### config.mk
export PLATFORM = sky130hd
export DESIGN_NAME = tmw_timer
export DESIGN_NICKNAME = d
export VERILOG_FILES = /design/src/tmw_pkg.sv /design/src/tmw_presc_if.sv /design/src/tmw_prescale.sv /design/src/tmw_timer.sv
export SDC_FILE = /design/constraint.sdc
export NUM_CORES = 1
export LEC_CHECK = 0
export BUFFER_PORTS_ARGS = -buffer_cell sky130_fd_sc_hd__buf_2
export CAP_MARGIN = 20
export CORE_AREA = 5 5 81 83
export DETAILED_ROUTE_END_ITERATION = 8
export DIE_AREA = 0 0 86 88
export GPL_TIMING_DRIVEN = 0
export PLACE_DENSITY = 0.83
export SYNTH_ARGS = -nofsm -noshare
export SYNTH_HDL_FRONTEND = slang
export SYNTH_SLANG_ARGS = --single-unit
### constraint.sdc
create_clock -name clock -period 2.13 [get_ports clock]
set_clock_uncertainty 0.2 [all_clocks]
set_input_delay 0.3195 -clock clock [delete_from_list [all_inputs] [get_ports clock]]
set_output_delay 0.3195 -clock clock [all_outputs]
set_load 0.1 [all_outputs]
### src/tmw_pkg.sv
// Purpose: shared constants for the eight-bit waveform timer
// Assumes: eight-bit register port, one clock domain
// Notes:   offsets are word indices on the plain register port
package tmw_pkg;
  localparam int unsigned ADDR_W = 3;
  localparam int unsigned DATA_W = 8;

  // register offsets
  localparam logic [2:0] A_CTRL  = 3'h0;
  localparam logic [2:0] A_COUNT = 3'h1;
  localparam logic [2:0] A_CMP   = 3'h2;
  localparam logic [2:0] A_FLAG  = 3'h3;
  localparam logic [2:0] A_PIN   = 3'h4;

  // control field positions
  localparam int unsigned CTRL_MODE_LSB = 0;
  localparam int unsigned CTRL_ACT_LSB  = 2;
  localparam int unsigned CTRL_CS_LSB   = 4;
  localparam int unsigned CTRL_FORCE    = 7;

  // flag and pin field positions
  localparam int unsigned FLAG_OVF = 0;
  localparam int unsigned FLAG_CMP = 1;
  localparam int unsigned PIN_DIR  = 0;
  localparam int unsigned PIN_WAVE = 1;

  // reset values
  localparam logic [7:0] CTRL_RST  = 8'h00;
  localparam logic [7:0] COUNT_RST = 8'h00;
  localparam logic [7:0] CMP_RST   = 8'h00;

  // counter limits
  localparam logic [7:0] MAX_COUNT = 8'hff;
  localparam logic [7:0] BOTTOM    = 8'h00;

  // waveform modes
  localparam logic [1:0] MODE_NORMAL = 2'h0;
  localparam logic [1:0] MODE_PHASE  = 2'h1;
  localparam logic [1:0] MODE_CTC    = 2'h2;
  localparam logic [1:0] MODE_FAST   = 2'h3;

  // output actions
  localparam logic [1:0] ACT_NONE   = 2'h0;
  localparam logic [1:0] ACT_TOGGLE = 2'h1;
  localparam logic [1:0] ACT_CLEAR  = 2'h2;
  localparam logic [1:0] ACT_SET    = 2'h3;

  // clock select codes
  localparam logic [2:0] CS_STOP  = 3'h0;
  localparam logic [2:0] CS_D1    = 3'h1;
  localparam logic [2:0] CS_D8    = 3'h2;
  localparam logic [2:0] CS_D64   = 3'h3;
  localparam logic [2:0] CS_D256  = 3'h4;
  localparam logic [2:0] CS_D1024 = 3'h5;

  // prescaler width and division masks
  localparam int unsigned PS_W = 10;
  localparam logic [9:0] PS_M1    = 10'h000;
  localparam logic [9:0] PS_M8    = 10'h007;
  localparam logic [9:0] PS_M64   = 10'h03f;
  localparam logic [9:0] PS_M256  = 10'h0ff;
  localparam logic [9:0] PS_M1024 = 10'h3ff;
endpackage

### src/tmw_presc_if.sv
// Purpose: carries clock select and timer tick between timer and prescaler
// Assumes: single clock domain
// Notes:   tick is a one-cycle enable
`timescale 1ns/1ps
interface tmw_presc_if;
  logic [2:0] clk_sel;
  logic       tick;
  modport ctrl  (output clk_sel, input tick);
  modport presc (input clk_sel, output tick);
endinterface

### src/tmw_prescale.sv
// Purpose: divides the i/o clock into the timer clock enable
// Assumes: clock select may change at any time
// Notes:   free-running divider, so a new factor takes effect mid-period
`timescale 1ns/1ps
module tmw_prescale
(
  input  wire logic  clock,
  input  wire logic  arst_n,
  tmw_presc_if.presc ps
);
  logic [tmw_pkg::PS_W-1:0] div_q;
  logic [tmw_pkg::PS_W-1:0] div_d;
  logic [tmw_pkg::PS_W-1:0] mask;
  logic                     run;

  assign div_d = div_q + 10'h001;
  assign run   = (ps.clk_sel >= tmw_pkg::CS_D1) && (ps.clk_sel <= tmw_pkg::CS_D1024);
  assign mask  = (ps.clk_sel == tmw_pkg::CS_D8)    ? tmw_pkg::PS_M8 :
                 (ps.clk_sel == tmw_pkg::CS_D64)   ? tmw_pkg::PS_M64 :
                 (ps.clk_sel == tmw_pkg::CS_D256)  ? tmw_pkg::PS_M256 :
                 (ps.clk_sel == tmw_pkg::CS_D1024) ? tmw_pkg::PS_M1024 :
                                                     tmw_pkg::PS_M1;
  // codes 6 and 7 stop the timer like code 0
  assign ps.tick = run && ((div_q & mask) == mask);

  always_ff @(posedge clock or negedge arst_n)
  begin
    if (!arst_n)
      div_q <= '0;
    else
      div_q <= div_d;
  end
endmodule

### src/tmw_timer.sv
// Purpose: eight-bit timer with compare unit and waveform generator
// Assumes: register strobes are one cycle, synchronous to clock
// Notes:   phase-correct mode code counts like normal mode here
`timescale 1ns/1ps
module tmw_timer
(
  input  wire logic [tmw_pkg::ADDR_W-1:0] addr,
  input  wire logic [tmw_pkg::DATA_W-1:0] wdata,
  input  wire logic                       wr,
  input  wire logic                       rd,
  output logic      [tmw_pkg::DATA_W-1:0] rdata,
  input  wire logic                       clock,
  input  wire logic                       arst_n,
  input  wire logic                       ovf_ack,
  input  wire logic                       cmp_ack,
  input  wire logic                       port_data,
  output logic                            pin_out,
  output logic                            pin_oe,
  output logic                            overflow_flag,
  output logic                            compare_match_flag
);
  tmw_presc_if ps ();

  logic [7:0] ctrl_q;
  logic [7:0] count_value_q;
  logic [7:0] count_value_d;
  logic [7:0] compare_value_q;
  logic [7:0] compare_value_d;
  logic [7:0] cmp_buf_q;
  logic [7:0] cmp_buf_d;
  logic       ovf_q;
  logic       ovf_d;
  logic       cmf_q;
  logic       cmf_d;
  logic       wave_output_q;
  logic       wave_output_d;
  logic       block_q;
  logic       pin_dir_q;
  logic [7:0] rdata_q;
  logic [7:0] rdata_d;

  logic [1:0] wave_mode_sel;
  logic [1:0] out_action_sel;
  logic       pin_direction_bit;
  logic       tick;
  logic       wr_ctrl;
  logic       wr_count;
  logic       wr_cmp;
  logic       wr_flag;
  logic       wr_pin;
  logic       force_match_strobe;
  logic       is_pwm;
  logic       is_ctc;
  logic       at_max;
  logic       match;
  logic       match_hit;
  logic       bottom_hit;
  logic       ovf_hit;
  logic       update_pt;
  logic       ovf_clr;
  logic       cmf_clr;

  tmw_prescale u_presc
  (
    .clock  (clock),
    .arst_n (arst_n),
    .ps     (ps.presc)
  );

  // register decode
  assign wr_ctrl  = wr && (addr == tmw_pkg::A_CTRL);
  assign wr_count = wr && (addr == tmw_pkg::A_COUNT);
  assign wr_cmp   = wr && (addr == tmw_pkg::A_CMP);
  assign wr_flag  = wr && (addr == tmw_pkg::A_FLAG);
  assign wr_pin   = wr && (addr == tmw_pkg::A_PIN);

  // force strobe is never stored; only honoured outside pwm
  assign force_match_strobe = wr_ctrl && wdata[tmw_pkg::CTRL_FORCE];

  assign wave_mode_sel     = ctrl_q[tmw_pkg::CTRL_MODE_LSB +: 2];
  assign out_action_sel    = ctrl_q[tmw_pkg::CTRL_ACT_LSB +: 2];
  assign pin_direction_bit = pin_dir_q;
  assign ps.clk_sel        = ctrl_q[tmw_pkg::CTRL_CS_LSB +: 3];
  assign tick              = ps.tick;

  assign is_pwm = (wave_mode_sel == tmw_pkg::MODE_FAST);
  assign is_ctc = (wave_mode_sel == tmw_pkg::MODE_CTC);
  assign at_max = (count_value_q == tmw_pkg::MAX_COUNT);

  // a count write masks the comparator for one timer clock
  assign match      = (count_value_q == compare_value_q) && !block_q;
  assign match_hit  = tick && match;
  assign bottom_hit = tick && at_max && is_pwm;
  assign ovf_hit    = tick && at_max && !wr_count;
  assign update_pt  = tick && at_max;

  // the count sequence depends on mode only, never on the action
  always_comb
  begin
    count_value_d = count_value_q;
    if (wr_count)
      count_value_d = wdata;
    else if (tick)
    begin
      if (is_ctc && match)
        count_value_d = tmw_pkg::BOTTOM;
      else
        count_value_d = count_value_q + 8'h01;
    end
  end

  // in ctc a top written below the count is missed until the wrap
  always_comb
  begin
    compare_value_d = compare_value_q;
    cmp_buf_d       = cmp_buf_q;
    if (wr_cmp)
      cmp_buf_d = wdata;
    if (!is_pwm)
    begin
      if (wr_cmp)
        compare_value_d = wdata;
    end
    else if (update_pt)
      compare_value_d = wr_cmp ? wdata : cmp_buf_q;
  end

  // hardware set wins over a same-cycle clear
  assign ovf_clr = ovf_ack || (wr_flag && wdata[tmw_pkg::FLAG_OVF]);
  assign cmf_clr = cmp_ack || (wr_flag && wdata[tmw_pkg::FLAG_CMP]);
  assign ovf_d   = ovf_hit || (ovf_q && !ovf_clr);
  assign cmf_d   = match_hit || (cmf_q && !cmf_clr);

  // bottom is evaluated last so compare at max gives a steady level
  always_comb
  begin
    wave_output_d = wave_output_q;
    if (!is_pwm)
    begin
      if (match_hit || force_match_strobe)
      begin
        unique case (out_action_sel)
          tmw_pkg::ACT_TOGGLE: wave_output_d = !wave_output_q;
          tmw_pkg::ACT_CLEAR:  wave_output_d = 1'b0;
          tmw_pkg::ACT_SET:    wave_output_d = 1'b1;
          tmw_pkg::ACT_NONE:   wave_output_d = wave_output_q;
        endcase
      end
    end
    else
    begin
      if (match_hit && (out_action_sel == tmw_pkg::ACT_CLEAR))
        wave_output_d = 1'b0;
      if (match_hit && (out_action_sel == tmw_pkg::ACT_SET))
        wave_output_d = 1'b1;
      if (bottom_hit && (out_action_sel == tmw_pkg::ACT_CLEAR))
        wave_output_d = 1'b1;
      if (bottom_hit && (out_action_sel == tmw_pkg::ACT_SET))
        wave_output_d = 1'b0;
    end
  end

  // read mux; unmapped offsets read zero
  always_comb
  begin
    rdata_d = 8'h00;
    if (rd)
    begin
      unique case (addr)
        tmw_pkg::A_CTRL:  rdata_d = {1'b0, ctrl_q[6:0]};
        tmw_pkg::A_COUNT: rdata_d = count_value_q;
        tmw_pkg::A_CMP:   rdata_d = is_pwm ? cmp_buf_q : compare_value_q;
        tmw_pkg::A_FLAG:  rdata_d = {6'h00, cmf_q, ovf_q};
        tmw_pkg::A_PIN:   rdata_d = {6'h00, wave_output_q, pin_dir_q};
        default:          rdata_d = 8'h00;
      endcase
    end
  end

  always_ff @(posedge clock or negedge arst_n)
  begin
    if (!arst_n)
    begin
      ctrl_q          <= tmw_pkg::CTRL_RST;
      count_value_q   <= tmw_pkg::COUNT_RST;
      compare_value_q <= tmw_pkg::CMP_RST;
      cmp_buf_q       <= tmw_pkg::CMP_RST;
      pin_dir_q       <= 1'b0;
      rdata_q         <= 8'h00;
    end
    else
    begin
      if (wr_ctrl)
        ctrl_q <= {1'b0, wdata[6:0]};
      if (wr_pin)
        pin_dir_q <= wdata[tmw_pkg::PIN_DIR];
      count_value_q   <= count_value_d;
      compare_value_q <= compare_value_d;
      cmp_buf_q       <= cmp_buf_d;
      rdata_q         <= rdata_d;
    end
  end

  always_ff @(posedge clock or negedge arst_n)
  begin
    if (!arst_n)
    begin
      ovf_q         <= 1'b0;
      cmf_q         <= 1'b0;
      wave_output_q <= 1'b0;
      block_q       <= 1'b0;
    end
    else
    begin
      ovf_q         <= ovf_d;
      cmf_q         <= cmf_d;
      wave_output_q <= wave_output_d;
      // the block lasts until the next timer clock has gone by
      block_q       <= wr_count || (block_q && !tick);
    end
  end

  assign rdata              = rdata_q;
  assign overflow_flag      = ovf_q;
  assign compare_match_flag = cmf_q;
  // normal mode waves cost the cpu an interrupt per edge; not blocked here
  assign pin_out = (out_action_sel != tmw_pkg::ACT_NONE) ? wave_output_q : port_data;
  assign pin_oe  = pin_direction_bit;

  ovf_set_a: assert property (@(posedge clock) disable iff (!arst_n)
    (tick && at_max && !wr_count) |=> overflow_flag)
    else $error("overflow flag not set at wrap");

  norm_wrap_a: assert property (@(posedge clock) disable iff (!arst_n)
    (wave_mode_sel == tmw_pkg::MODE_NORMAL && tick && at_max && !wr_count)
      |=> (count_value_q == tmw_pkg::BOTTOM))
    else $error("normal mode did not wrap to zero");

  ctc_clear_a: assert property (@(posedge clock) disable iff (!arst_n)
    (is_ctc && tick && match && !wr_count && !wr_ctrl) |=> (count_value_q == tmw_pkg::BOTTOM))
    else $error("ctc count not cleared on match");

  cmp_flag_a: assert property (@(posedge clock) disable iff (!arst_n)
    (tick && match) |=> compare_match_flag)
    else $error("compare flag not set on match");

  write_block_a: assert property (@(posedge clock) disable iff (!arst_n)
    wr_count |=> !match)
    else $error("match not blocked after count write");

  ctc_toggle_a: assert property (@(posedge clock) disable iff (!arst_n)
    (is_ctc && out_action_sel == tmw_pkg::ACT_TOGGLE && tick && match && !wr_ctrl)
      |=> (wave_output_q != $past(wave_output_q)))
    else $error("ctc toggle missed");

  pwm_bottom_a: assert property (@(posedge clock) disable iff (!arst_n)
    (is_pwm && out_action_sel == tmw_pkg::ACT_CLEAR && tick && at_max && !wr_ctrl)
      |=> wave_output_q)
    else $error("fast pwm did not set at bottom");

  pin_hide_a: assert property (@(posedge clock) disable iff (!arst_n)
    (wr_pin && !wdata[tmw_pkg::PIN_DIR]) |=> !pin_oe)
    else $error("pin driven while direction is input");

  buf_hold_a: assert property (@(posedge clock) disable iff (!arst_n)
    (is_pwm && !update_pt && !wr_ctrl) |=> $stable(compare_value_q))
    else $error("pwm compare changed outside update point");

  no_tick_a: assert property (@(posedge clock) disable iff (!arst_n)
    (!tick && !wr_count) |=> ($stable(count_value_q) && !$rose(overflow_flag)))
    else $error("counter moved without timer clock");

  cnt_write_a: assert property (@(posedge clock) disable iff (!arst_n)
    wr_count |=> (count_value_q == $past(wdata)))
    else $error("count write did not land");

  ovf_clear_a: assert property (@(posedge clock) disable iff (!arst_n)
    (ovf_ack && !ovf_hit) |=> !overflow_flag)
    else $error("overflow flag not cleared by service");

  cmp_clear_a: assert property (@(posedge clock) disable iff (!arst_n)
    (cmp_ack && !match_hit) |=> !compare_match_flag)
    else $error("compare flag not cleared by service");

  cmp_direct_a: assert property (@(posedge clock) disable iff (!arst_n)
    (!is_pwm && wr_cmp) |=> (compare_value_q == $past(wdata)))
    else $error("non-pwm compare write not direct");

  pwm_update_a: assert property (@(posedge clock) disable iff (!arst_n)
    (is_pwm && update_pt && !wr_cmp) |=> (compare_value_q == $past(cmp_buf_q)))
    else $error("pwm buffer not moved at update point");

  pwm_wrap_a: assert property (@(posedge clock) disable iff (!arst_n)
    (is_pwm && tick && at_max && !wr_count) |=> (count_value_q == tmw_pkg::BOTTOM))
    else $error("fast pwm did not restart from bottom");

  act_none_a: assert property (@(posedge clock) disable iff (!arst_n)
    (out_action_sel == tmw_pkg::ACT_NONE) |=> $stable(wave_output_q))
    else $error("wave bit moved with no output action");

  pwm_match_a: assert property (@(posedge clock) disable iff (!arst_n)
    (is_pwm && out_action_sel == tmw_pkg::ACT_SET && match_hit && !at_max) |=> wave_output_q)
    else $error("inverted pwm did not set on match");

  pwm_top_a: assert property (@(posedge clock) disable iff (!arst_n)
    (is_pwm && out_action_sel == tmw_pkg::ACT_CLEAR && compare_value_q == tmw_pkg::MAX_COUNT
      && wave_output_q) |=> wave_output_q)
    else $error("fast pwm at max compare not steady");
endmodule

==> results by group <==
STA
  – Final critical-path required period: around 2.3 ns
  – Final worst-path cycle share: 110%
  – Slew Limit Fails: 0
  – Hold Vio Cnt, Final: 0
  – Count of final setup violators: 17
  – Setup ws final: -0.212 ns
  – Pin slew with the least headroom to its limit: 0.680 ns
  – Slew headroom: roughly 54%
  – Max Fclk: approximately 430 MHz
  – RSZ-0062 raised after global routing: yes

Setup path
  – CP max stage cell: or4_4
  – WP data required: between 2 and 2.5 ns
  – Cell Chain, Critical Path: xnor2_2 -> nand4_1 -> or4_4 -> o21ai_4 -> buf_6 -> o21ai_2 -> a221o_1
  – Worst reg2reg path depth: 7
  – Worst endpoint data arrival time: between 2 and 2.5 ns
  – CP max stage delay: between 0.5 and 0.6 ns
  – CP Class: register to register
  – CP Capture Type: register
  – Worst R2R Setup Slack: -0.21 ns
  – Startpoint types: register
  – Top cell family by delay on the critical path: simple AND/OR/NAND/NOR gates
  – Worst Path Max Fanout: 5
  – WP buf/inv: 1
  – Reg2Reg Launch Point: compare_value_q[1]$_DFFE_PN0P_
  – Worst R2R End: count_value_q[2]$_DFFE_PN0P_

CTS
  – Total CTS buffers: 5
  – Total clock sinks: between 50 and 60
  – Root buffer cell: clkbuf_8
  – CTS tree: done
  – Max clock buf depth: 2
  – Worst-Skew Late Latency: between 0.3 and 0.4 ns
  – Clk slew on worst S/H paths: ~0.10 ns
  – H-Tree Level Count: 2

Global routing
  – Busiest grt layer: met2
  – First-pass GRT wire length: approximately 12 mm
  – Met1 Usage GRT: about a quarter
  – Largest net degree at the start of global routing: 40
  – Global routing met3 resource utilization: roughly 3.3%
  – Antenna violations before repair: 0
  – Remaining Overflow, GRT: 0
  – Vias in the first global route: between 2000 and 2500
  – Grt met2 use: around a third
  – Global Route Usage Sum: around a fifth

Status
  – Violated checks: setup timing
  – Status: finished with violations

Route
  – Final ANT Viol Nets: 0
  – Drt pass-1 iters: 5
  – Post-DR wirelength/cell: ~19 um
  – Drt total wl: 7.35 mm
  – Drt drc: 0
  – Via density: around 5.9
  – Vias: between 2000 and 2500
  – Iter 0 DRT Violations: 130

Final layout
  – Final nets: approximately 330
  – Final Cell Area: between 3000 and 4000 um^2
  – Antenna diodes: 0
  – Layout overhead on the synthesized area: 23.7%
  – FILL cells: 457
  – Final std cells w/o fill: slightly below 400
  – Layout cells sized above 1: between 40% and 50%

Power and ir drop
  – Maximum vdd drop: 0.623 mV
  – Power Total: 3.41 mW
  – Pwr Density: 943 nW/um^2
  – Pleak: 1.60 nW

Floorplan
  – Initial Util: around 51%
  – Die Area: 7570 um^2
  – I/O Pins: 30
  – Die Y: just under 90 um
  – FP Rows: 28
  – Die X-Extent: 86 um
  – Placeable Area: between 5000 and 6000 um^2

Synth
  – Cell taking the most area after synthesis: dfrtp_1
  – Yosys reg bits: 54
  – Adder-cell share of the synthesized area: less than 1%
  – Simple-gate share of the synthesized area: about 15%
  – Synth async-reset ratio: 100%
  – Cell with the most instances after synthesis: dfrtp_1
  – Largest family of logic cells by synthesized area: multiplexers
  – Syn_area_per_cell: ~11 um^2
  – Post-synth EDFFs: 0
  – Post-Synth XOR/XNOR Area: approximately 4.8%
  – Mapped Nets: roughly 280
  – Synth top area share: 46.2%
  – Multiplexer share of the synthesized area: 18.0%
  – Synth cell types: slightly below 50
  – Register area share after synthesis: 46.2%
  – Post-synthesis cell count: 262
  – Synth Area in Compound Gates: roughly 12%
  – Main area contributors after synthesis: dfrtp_1 (46%), mux2_2 (17%), xnor2_1 (3.9%), nand2_1 (2.4%), o21ai_0 (2.2%)
  – Synth cell count leaders: dfrtp_1 (54), mux2_2 (44), nand2_1 (19)
  – Synth Warn #: 0
  – Mapped Area: a little under 3000 um^2
  – Most common flop cell mapped by yosys: dfrtp_1

Placed design
  – Placement Cell Area: approximately 3200 um^2
  – GPL Wtd Cong: 0.877
  – Port bufs: 27
  – Post-DP HPWL: roughly 4.7 mm
  – Post-placement cell count: 365

Hold path
  – Worst hold endpoint: compare_match_flag$_DFF_PN0_
  – Hold path startpoint: cmp_ack
  – WHS Path Cells: 3
  – Hold WC Path Type: primary input to register

Flow run
  – Max Cap Viol: 0
## state kept, by name (all words and copies together), names as in the netlist
register            cells
wave_output_q           1
ctrl_q                  7
compare_match_flag      1
u_presc.div_q          10
pin_oe                  1
compare_value_q         8
block_q                 1
cmp_buf_q               8
overflow_flag           1
count_value_q           8
rdata                   8
## logic make-up after synthesis
group,count (synthesis)
simple gates,81
mux,47
buf+inv,16
flops,54
xor+xnor,16
compound gates,46
fa+ha+maj,2
## worst max-delay path by stage
stage               cells past startpoint                      startpoint                              to  slack (ns)
CTS                                     7    count_value_q[5]$_DFFE_PN0P_    count_value_q[6]$_DFFE_PN0P_       -0.17
detailed placement                      6    count_value_q[0]$_DFFE_PN0P_  compare_value_q[0]$_DFFE_PN0P_       -0.36
global route                            7  compare_value_q[1]$_DFFE_PN0P_    count_value_q[6]$_DFFE_PN0P_       -0.24
finish                                  7  compare_value_q[1]$_DFFE_PN0P_    count_value_q[2]$_DFFE_PN0P_       -0.21
floorplan                               6    count_value_q[0]$_DFFE_PN0P_  compare_value_q[0]$_DFFE_PN0P_      -0.007
global placement                        6    count_value_q[0]$_DFFE_PN0P_  compare_value_q[0]$_DFFE_PN0P_       -0.34
## cells in the final DEF (no fill, tap or decap), types with 7 or more instances in the layout
| cell type | synthesis | routed |
|---|---|---|
| buf_2 | 5 | 28 |
| buf_4 | 0 | 15 |
| buf_6 | 2 | 7 |
| dfrtp_1 | 54 | 46 |
| dfrtp_2 | 0 | 8 |
| mux2_2 | 44 | 28 |
| mux2_4 | 0 | 16 |
| nand2_1 | 19 | 19 |
| nand3_1 | 11 | 11 |
| nor2_1 | 14 | 14 |
| o21ai_0 | 13 | 11 |
| xnor2_1 | 13 | 10 |
## area by class of cell
| class | count | area, um^2 | area share [%] |
|---|---|---|---|
| Clock inverter | 2 | 17.5 | 0.484 |
| Tap cell | 75 | 93.8 | 2.59 |
| Buffer | 10 | 80.1 | 2.21 |
| Timing Repair Buffer | 45 | 295 | 8.16 |
| Inverter | 5 | 18.8 | 0.519 |
| Sequential cell | 54 | 1360 | 37.6 |
| Clock buffer | 6 | 82.6 | 2.28 |
| Multi-Input combinational cell | 192 | 1670 | 46.1 |
## worst register-to-register path, cell delays in order, from the launching register on
cell and delay [ns]:
dfrtp_1 0.45, xnor2_2 0.19, nand4_1 0.13, or4_4 0.54
o21ai_4 0.20, buf_6 0.16, o21ai_2 0.06, a221o_1 0.29
## per-layer routing
layer | vias up | part of all wire [%]
met5 | - | 0
met4 | 0 | 4.0
met3 | 30 | 4.7
met2 | 88 | 49
met1 | 1134 | 42
li1 | 1058 | -
## metrics by stage
stage | setup WS, ns | hold WS (ns) | TNS, ns | util (%)
finish | -0.212 | 0.0631 | -2.28 | 62.6
global route | -0.239 | 0.0549 | -2.74 | 62.6
CTS | -0.165 | 0.0613 | -1.44 | 61.2
detailed placement | -0.361 | 0.0648 | -4.51 | 56.1
global placement | -0.337 | 0.254 | -4.15 | 55.7
floorplan | -0.00722 | -0.176 | -0.0577 | -
## where the power goes
group          internal (mW)  switching [mW]  leakage, nW
clock                  0.268           0.350       0.0514
sequential              1.25           0.284        0.656
combinational          0.668           0.591        0.894
total                   2.19            1.22         1.60
## repair_timing
item                       in CTS  in global routing
gates cloned                    1                  0
setup endpoints to repair      18                 25
hold buffers                    1                  0
setup buffers                  10                  5
pin swaps                       6                  3
resized for setup              27                 14
hold endpoints to repair       15                  0
No activity file was read; power rests on OpenSTA's default activity.
